===== config.mk =====
export PLATFORM = sky130hd
export DESIGN_NAME = apdr_regs
export DESIGN_NICKNAME = d
export VERILOG_FILES = /design/src/apdr_pkg.sv /design/src/apdr_regs.sv
export SDC_FILE = /design/constraint.sdc
export NUM_CORES = 1
export LEC_CHECK = 0
export BUFFER_PORTS_ARGS = -buffer_cell sky130_fd_sc_hd__buf_4
export CORE_UTILIZATION = 40
export DETAILED_ROUTE_END_ITERATION = 6
export GPL_ROUTABILITY_DRIVEN = 1
export PLACE_DENSITY = 0.72
export SLEW_MARGIN = 30
export SYNTH_ARGS = -nofsm -noshare
export SYNTH_HDL_FRONTEND = slang
export SYNTH_SLANG_ARGS = --single-unit

===== constraint.sdc =====
create_clock -name clock -period 3.3 [get_ports clock]
set_input_delay 0.33 -clock clock [delete_from_list [all_inputs] [get_ports clock]]
set_output_delay 0.33 -clock clock [all_outputs]
set_load 0.05 [all_outputs]

===== src/apdr_pkg.sv =====
/*
 * Constants and carrier types for the analog power and PLL divider
 * register bank: register offsets, field positions, reset values and
 * the ramp timing count.
 * Assumes a 125 MHz system clock and 16-bit register words.
 */
package apdr_pkg;

    // ------------------------------------------------------------
    // bus geometry and offsets
    // ------------------------------------------------------------
    localparam int ADDR_W = 16;
    localparam int DATA_W = 16;
    localparam logic [15:0] OFS_POWER = 16'h0030;
    localparam logic [15:0] OFS_DIVIDER = 16'h0032;
    localparam logic [15:0] OFS_CLKTOP = 16'h0034;
    localparam logic [15:0] OFS_STATUS = 16'h0036;

    // ------------------------------------------------------------
    // field positions
    // ------------------------------------------------------------
    localparam int POWER_W = 10;
    localparam int INT_LSB = 11;
    localparam int INT_W = 5;
    localparam int FRAC_W = 11;
    localparam int HALVE_BIT = 3;
    localparam int LOCK_BIT = 4;
    localparam int RAMP_BIT = 0;

    // ------------------------------------------------------------
    // reset values
    // ------------------------------------------------------------
    localparam logic [9:0] POWER_RST = 10'h060;
    localparam logic [4:0] INT_RST = 5'h0A;
    localparam logic [10:0] FRAC_RST = 11'h000;

    // ------------------------------------------------------------
    // timing
    // ------------------------------------------------------------
    localparam longint CLOCK_HZ = 125000000;
    localparam longint RAMP_DOWN_MS = 400;
    localparam longint RAMP_DOWN_CYCLES = RAMP_DOWN_MS * CLOCK_HZ / 1000;
    localparam int RAMP_CNT_W = 26;

    // ------------------------------------------------------------
    // carriers
    // ------------------------------------------------------------
    typedef struct packed {
        logic coreRegulatorOn;
        logic oscAmplifierOn;
        logic groundRefBufferOn;
        logic inputStereo;
        logic biasCurrentOn;
        logic headphoneOn;
        logic outputConvOn;
        logic caplessHeadphoneOn;
        logic inputConvOn;
        logic lineoutOn;
    } apdr_power_t;

    typedef struct packed {
        logic [4:0] intPart;
        logic [10:0] pllFractionPart;
    } apdr_divider_t;

endpackage


===== src/apdr_regs.sv =====
/*
 * Register bank for the lower analog power word, the PLL divider word,
 * the reference pre-divide control and the analog status word.
 * Assumes a single 125 MHz clock, a synchronous active-high reset, a
 * plain strobe register port, and a lock level from the analog PLL
 * that is asynchronous to the clock.
 */
`timescale 1ns/100ps

module apdr_regs #(
    parameter longint RAMP_CYCLES = apdr_pkg::RAMP_DOWN_CYCLES
) (
    input wire logic clock,
    input wire logic reset,
    input wire logic [15:0] regAddr,
    input wire logic [15:0] regWriteData,
    input wire logic regWriteStrobe,
    input wire logic regReadStrobe,
    output logic [15:0] regReadData,
    input wire logic pllPowerUp,
    input wire logic pllLockRaw,
    output apdr_pkg::apdr_power_t powerCtrl,
    output apdr_pkg::apdr_divider_t pllDivider,
    output logic refClockHalve,
    output logic inputMonoLeft,
    output logic rampDownBusy
);

    // ------------------------------------------------------------
    // address decode
    // ------------------------------------------------------------
    logic hitPower;
    logic hitDivider;
    logic hitClkTop;
    logic hitStatus;

    assign hitPower = regAddr == apdr_pkg::OFS_POWER;
    assign hitDivider = regAddr == apdr_pkg::OFS_DIVIDER;
    assign hitClkTop = regAddr == apdr_pkg::OFS_CLKTOP;
    assign hitStatus = regAddr == apdr_pkg::OFS_STATUS;

    // ------------------------------------------------------------
    // analog power word
    // ------------------------------------------------------------
    apdr_pkg::apdr_power_t power_r;

    always_ff @(posedge clock)
    begin
        if (reset)
        begin
            power_r <= apdr_pkg::apdr_power_t'(apdr_pkg::POWER_RST);
        end
        else if (regWriteStrobe && hitPower)
        begin
            // every enable lands as written, no sequencing applied
            power_r <= apdr_pkg::apdr_power_t'(
                regWriteData[apdr_pkg::POWER_W-1:0]);
        end
    end

    // enables leave straight from the flops
    assign powerCtrl = power_r;

    // ------------------------------------------------------------
    // input converter channel mode
    // ------------------------------------------------------------
    always_ff @(posedge clock)
    begin
        if (reset)
        begin
            inputMonoLeft <= 1'b0;
        end
        else
        begin
            // mode only means something while the converter is powered
            inputMonoLeft <= power_r.inputConvOn
                && !power_r.inputStereo;
        end
    end

    // ------------------------------------------------------------
    // ground reference ramp-down tracking
    // ------------------------------------------------------------
    logic [apdr_pkg::RAMP_CNT_W-1:0] rampCnt_r;
    logic gndPrev_r;

    always_ff @(posedge clock)
    begin
        if (reset)
        begin
            gndPrev_r <= 1'b0;
        end
        else
        begin
            gndPrev_r <= power_r.groundRefBufferOn;
        end
    end

    // the buffer stays down while this counts; software watches busy
    // before it drops the headphone and lineout enables
    always_ff @(posedge clock)
    begin
        if (reset)
        begin
            rampCnt_r <= '0;
        end
        else if (power_r.groundRefBufferOn && !gndPrev_r)
        begin
            rampCnt_r <= '0;
        end
        else if (!power_r.groundRefBufferOn && gndPrev_r)
        begin
            rampCnt_r <= apdr_pkg::RAMP_CNT_W'(RAMP_CYCLES);
        end
        else if (rampCnt_r != '0)
        begin
            rampCnt_r <= rampCnt_r - 1'b1;
        end
    end

    assign rampDownBusy = rampCnt_r != '0;

    // ------------------------------------------------------------
    // PLL divider word
    // ------------------------------------------------------------
    apdr_pkg::apdr_divider_t divider_r;
    logic divWriteOk;

    // writes while the PLL runs are dropped so the loop never sees a
    // divisor change mid-lock
    assign divWriteOk = regWriteStrobe && hitDivider
        && !pllPowerUp;

    always_ff @(posedge clock)
    begin
        if (reset)
        begin
            divider_r.intPart <= apdr_pkg::INT_RST;
            divider_r.pllFractionPart <= apdr_pkg::FRAC_RST;
        end
        else if (divWriteOk)
        begin
            divider_r.intPart <= regWriteData[
                apdr_pkg::INT_LSB+apdr_pkg::INT_W-1:apdr_pkg::INT_LSB];
            divider_r.pllFractionPart <=
                regWriteData[apdr_pkg::FRAC_W-1:0];
        end
    end

    // ratio seen by the PLL is intPart + pllFractionPart / 2048
    assign pllDivider = divider_r;

    // ------------------------------------------------------------
    // reference pre-divide
    // ------------------------------------------------------------
    logic halve_r;

    always_ff @(posedge clock)
    begin
        if (reset)
        begin
            halve_r <= 1'b0;
        end
        else if (regWriteStrobe && hitClkTop)
        begin
            halve_r <= regWriteData[apdr_pkg::HALVE_BIT];
        end
    end

    always_ff @(posedge clock)
    begin
        if (reset)
        begin
            refClockHalve <= 1'b0;
        end
        else
        begin
            // gated so a stale setting cannot reach a sleeping PLL
            refClockHalve <= halve_r && pllPowerUp;
        end
    end

    // ------------------------------------------------------------
    // lock synchroniser
    // ------------------------------------------------------------
    logic lockMeta_r;
    logic synthLockFlag;

    always_ff @(posedge clock)
    begin
        if (reset)
        begin
            lockMeta_r <= 1'b0;
            synthLockFlag <= 1'b0;
        end
        else
        begin
            lockMeta_r <= pllLockRaw;
            synthLockFlag <= lockMeta_r;
        end
    end

    // ------------------------------------------------------------
    // read port
    // ------------------------------------------------------------
    logic [15:0] readMux;

    always_comb
    begin
        readMux = 16'h0000;
        if (hitPower)
        begin
            readMux[apdr_pkg::POWER_W-1:0] = power_r;
        end
        else if (hitDivider)
        begin
            readMux = divider_r;
        end
        else if (hitClkTop)
        begin
            readMux[apdr_pkg::HALVE_BIT] = halve_r;
        end
        else if (hitStatus)
        begin
            readMux[apdr_pkg::LOCK_BIT] = synthLockFlag;
            readMux[apdr_pkg::RAMP_BIT] = rampDownBusy;
        end
    end

    always_ff @(posedge clock)
    begin
        if (reset)
        begin
            regReadData <= 16'h0000;
        end
        else if (regReadStrobe)
        begin
            regReadData <= readMux;
        end
        else
        begin
            // data stand for one cycle only
            regReadData <= 16'h0000;
        end
    end
endmodule // apdr_regs


# Yosys cells after proc, flatten, opt, wreduce, memory -nomap -nowiden

Cells that the tools add are included.
W data, S select, Z words.

Bits in registers: 74
Input bits: 38
Output and inout port bits: 45
Logic and storage cells: 59

Add/subtract/negate cells: 1
Eq/ne operators: 4
Multiplexer cells: 12
Bitwise gates (word level): 2
Reductions and logical operators: 18

Operators with widths:

| kind                    | count |
|---|---|
| $eq A16 B6 Y1 const B   | 4 |
| $mux W26                | 2 |
| $reduce_bool A26 Y1     | 1 |
| $sub A26 B1 Y26 const B | 1 |
| $mux W10                | 1 |
| $logic_and A1 B1 Y1     | 8 |
| $mux W1                 | 6 |
| $mux W5                 | 1 |
| $logic_not A1 Y1        | 4 |
| $mux W2                 | 2 |
| $reduce_or A2 Y1        | 2 |
| $reduce_or A4 Y1        | 1 |
| $reduce_or A3 Y1        | 1 |
| $not A1 Y1              | 2 |
| $reduce_bool A2 Y1      | 1 |

# Depth between registers and ports, before layout

Depth in word-level cells: 5
Depth in mapped cells: 8
Mapped depth without buffers: 7

# Least setup slack after synthesis

No wires, ideal clock.

Path kind: flip-flop to flip-flop
Start point: register rampCnt_r[2] (netlist bit)
End point: register rampCnt_r[19] (netlist bit)
Library setup time: 120 ps
Arrival: 2285 ps
Required time: 3180 ps
Slack: 896 ps
Stages on the path, launching flop included: 8
Path buffers: 2
Period minus slack after synthesis: 2404 ps
Cells stage by stage: dfxtp_1 or4_4 buf_6 or4_4 or2_1 buf_2 a41oi_1 nor3_1

Elaborated cells between the ends (all ways): 5
Classes of those cells: add/sub (1); mux (2); reduce/logical (2)

RTL lines:

| item                                | RTL line         | RTL |
|---|---|---|
| from (decl)                         | apdr_regs.sv:84  | `logic [apdr_pkg::RAMP_CNT_W-1:0] rampCnt_r;` |
| from (signal assigned)              | apdr_regs.sv:113 | `rampCnt_r <= apdr_pkg::RAMP_CNT_W'(RAMP_CYCLES);` |
| from (signal assigned)              | apdr_regs.sv:117 | `rampCnt_r <= rampCnt_r - 1'b1;` |
| $reduce_bool A26 Y1                 | n/a              |  |
| via rampDownBusy                    | apdr_regs.sv:26  | `output logic rampDownBusy` |
| $reduce_bool A2 Y1 (no source line) | n/a              |  |

The timed path passes the listed nets, and every way through them passes these cells. The select of a mux whose other input is x is not followed.
A chain may end at the register's enable or synchronous reset.

# Worst setup path in the final report

Start point: register rampCnt_r[2] (netlist bit)
End point: output rampDownBusy

Longest elaborated chain between the ends: 1

RTL lines:

| item                | RTL line         | RTL |
|---|---|---|
| $reduce_bool A26 Y1 | apdr_regs.sv:121 | `assign rampDownBusy = rampCnt_r != '0;` |
| to (decl)           | apdr_regs.sv:26  |  |

No other way between the ends.

==> out/results.tsv <==
stage	metric	value	unit
worst_hold_path	worst hold path class	input port to flip-flop	
synthesis	most frequent cell after synthesis	dfxtp_1	
sta	RSZ-0062 raised after global routing	false	
global_route	Congestion Overflow GR	0	
global_route	largest net degree at the start of global routing	35	
synthesis	synthesized area	3119	um2
global_route	vias in the first global route	2580	
routing	Routed Antenna Nets	0	
sta	max frequency	346.3	MHz
routing	WL per Instance	13.89	um
synthesis	XOR/XNOR Fraction of Synth Area	0.04493	
floorplan	die area	8155	um2
synthesis	Syn Nets	368	
synthesis	ranking of synthesized cells by instance count	dfxtp_1, nor2_1, mux2i_1	
setup_path	Critical Path Source	rampCnt_r[2]	
power_and_ir_drop	PwrDens	871.5	nW/um2
floorplan	Die Wd	90.31	um
clock_tree	setup repair bufs after CTS	0	
sta	Worst Tran Pin Value	0.6501	ns
synthesis	Yosys warnings	0	
final_layout	synthesis-to-finish area growth	29.40	%
synthesis	post-synthesis async set-or-reset flop share	0	
routing	drt total wl	7110	um
sta	Fin Setup TNS	0	ns
floorplan	Initial Utilization	0.4210	
synthesis	Avg Inst Size Synth	9.481	um2
placement	placed insts	496	
outcome	outcome	completed	
power_and_ir_drop	total power	3.518	mW
sta	period utilisation layout	0.8749	
placement	IO buf count	82	
synthesis	Yosys top cell by area	dfxtp_1	
clock_tree	Sink Count	74	
floorplan	count of boundary I/O pins	83	
final_layout	layout cells sized above 1	0.2663	
synthesis	Gate Count Post-Synth	329	
synthesis	Synth Area in Compound Gates	0.09186	
final_layout	Final Non-Filler Cells	512	
floorplan	chip height	90.31	um
sta	Final setup viols	0	
routing	DR vias/cell	5.094	
synthesis	Post-Synth Adder-Cell Area	0.004011	
sta	Setup WS post-layout	0.4127	ns
clock_tree	post-cts resize count	0	
synthesis	Synth top area share	0.4749	
clock_tree	clk root buf	clkbuf_8	
synthesis	Synth area leaders	dfxtp_1, mux2i_1, nor2_1, xor2_1, o211ai_1	
placement	post-DP HPWL	5060	um
placement	Setup WS pre-CTS	0.7941	ns
setup_path	CP Cell Sequence	or4_4 -> or4_4 -> or2_1 -> buf_4	
setup_path	Crit Path Max Fanout	14	
sta	Hold WS	0.1804	ns
synthesis	Synth Flop Type	dfxtp_1	
routing	1st-iter DRT viols	142	
synthesis	Post-synth EDFFs	0	
synthesis	largest family of logic cells by synthesized area	simple AND/OR/NAND/NOR gates	
sta	Max-slew headroom	0.5666	
clock_tree	TritonCTS buffer count	9	
clock_tree	CTS max path bufs	2	
clock_tree	H-tree Lvls	3	
setup_path	Critical Path Source Type	flip-flop	
placement	Placer Congestion	0.8226	
worst_hold_path	min-delay src	regWriteData[14]	
sta	fin. max-slew vios	0	
synthesis	mux cell area share after synthesis	0.1127	
floorplan	core area	7408	um2
global_route	initial antenna violation count	0	
synthesis	Seq cells post-synth	74	
sta	final hold vios	0	
setup_path	data arrival time of the critical path	2.56	ns
power_and_ir_drop	leakage	1.644	nW
floorplan	Site Rows	31	
final_layout	Antenna Cells	0	
setup_path	Worst path slowest cell	or4_4	
clock_tree	TritonCTS clock tree	yes	
clock_tree	CTS Hold Bufs	0	
setup_path	Worst setup EP type	output pin	
setup_path	worst path required time	2.97	ns
synthesis	Synth Area in Simple Gates	0.2343	
routing	routed via count	2608	
routing	router iterations before antenna repair	5	
setup_path	Max stage delay on crit path	0.65	ns
final_layout	fin nets	447	
routing	post-route DRC violation count	0	
clock_tree	clk slew on worst S/H paths	0.08	ns
setup_path	Setup CP Type	flip-flop to output pin	
power_and_ir_drop	Max IR drop VDD	447.6	uV
global_route	all-layer global routing usage	0.1865	
clock_tree	insertion delay to the later sink of the worst-skew pair	0.35	ns
sta	Setup Skew	0.007853	ns
run	max capacitance violation total	0	
synthesis	Seq/Total Area, Yosys	0.4749	
global_route	global-route wire length before repair	11990	um
sta	final worst path period need	2.887	ns
setup_path	reg-to-reg critical path startpoint	rampCnt_r[2]	
synthesis	synth unique cells	46	
setup_path	Most common cell on crit path	or4_4	
## sequential cells by signal, indices dropped and copies added (netlist names)
signal	flops
rampCnt_r	26
pllDivider	16
regReadData	16
powerCtrl	10
gndPrev_r	1
halve_r	1
inputMonoLeft	1
lockMeta_r	1
refClockHalve	1
synthLockFlag	1
## final cells by class
type | count | area [um2]
clock inverters | 6 | 90.09
multi-input cells | 229 | 1528
clock buffers | 10 | 137.6
well taps | 99 | 123.9
inverters | 8 | 30.03
flip-flops and latches | 74 | 1481
fillers | 653 | 3372
repair buffers | 86 | 645.6
## worst max-delay path, delay by kind of cell, from the launching register on
kind	cells	cell delay, ns
and+or+nand+nor	3	1.62
buffers and inverters	1	0.23
DFF	1	0.34
## layout by cell type, fill, tap and decap left out, drive strengths merged, types with 4 or more instances in the layout
| cell | n |
|---|---|
| a211o | 4 |
| a21oi | 10 |
| a31oi | 5 |
| and3 | 6 |
| buf | 86 |
| clkbuf | 10 |
| dfxtp | 74 |
| inv | 8 |
| mux2i | 34 |
| nand2 | 7 |
| nand2b | 5 |
| nand3 | 6 |
| nor2 | 60 |
| nor2b | 8 |
| nor3 | 10 |
| nor4 | 9 |
| o211ai | 7 |
| o21ai | 7 |
| or3 | 7 |
| or4 | 4 |
| xnor2 | 4 |
| xor2 | 12 |
## per-stage QoR
stage	util	area (um2)
finish	0.5448	4036
global route	0.5448	4036
CTS	0.5448	4036
detailed placement	0.5141	3809
global placement	0.5141	3809
floorplan	-	3119
## cells by family (layout without fill, tap and decap cells)
group | count (synthesis) | in the layout
DFF | 74 | 74
muxes | 35 | 35
xor gates and xnor gates | 16 | 16
adders and majority gates | 1 | 1
buffers and inverters | 26 | 110
AOI/OAI and AO/OA | 41 | 41
and+or+nand+nor | 136 | 136
## where the power goes
part           internal [mW]  switching [mW]  total (mW)
clock network          0.447           0.341       0.788
registers               1.03           0.143        1.18
logic                  0.608           0.945        1.55
total                   2.09            1.43        3.52
## layer usage
metal | vias to the layer above | GRT usage | share of wire
li1 | 1313 | - | -
met1 | 1221 | 0.2262 | 0.45
met2 | 69 | 0.3041 | 0.48
met3 | 5 | 0.06145 | 0.055
met4 | 0 | 0.07527 | 0.0097
met5 | - | 0 | 0
## final timing paths
kind | end | slack (ns) | cells past startpoint
max reg2reg | rampCnt_r[19] | 0.89 | 5
min | pllDivider[14] | 0.18 | 2
min reg2reg | synthLockFlag | 0.44 | 1
max | rampDownBusy | 0.41 | 4
Note: power is estimated with default switching activity, not from simulation.
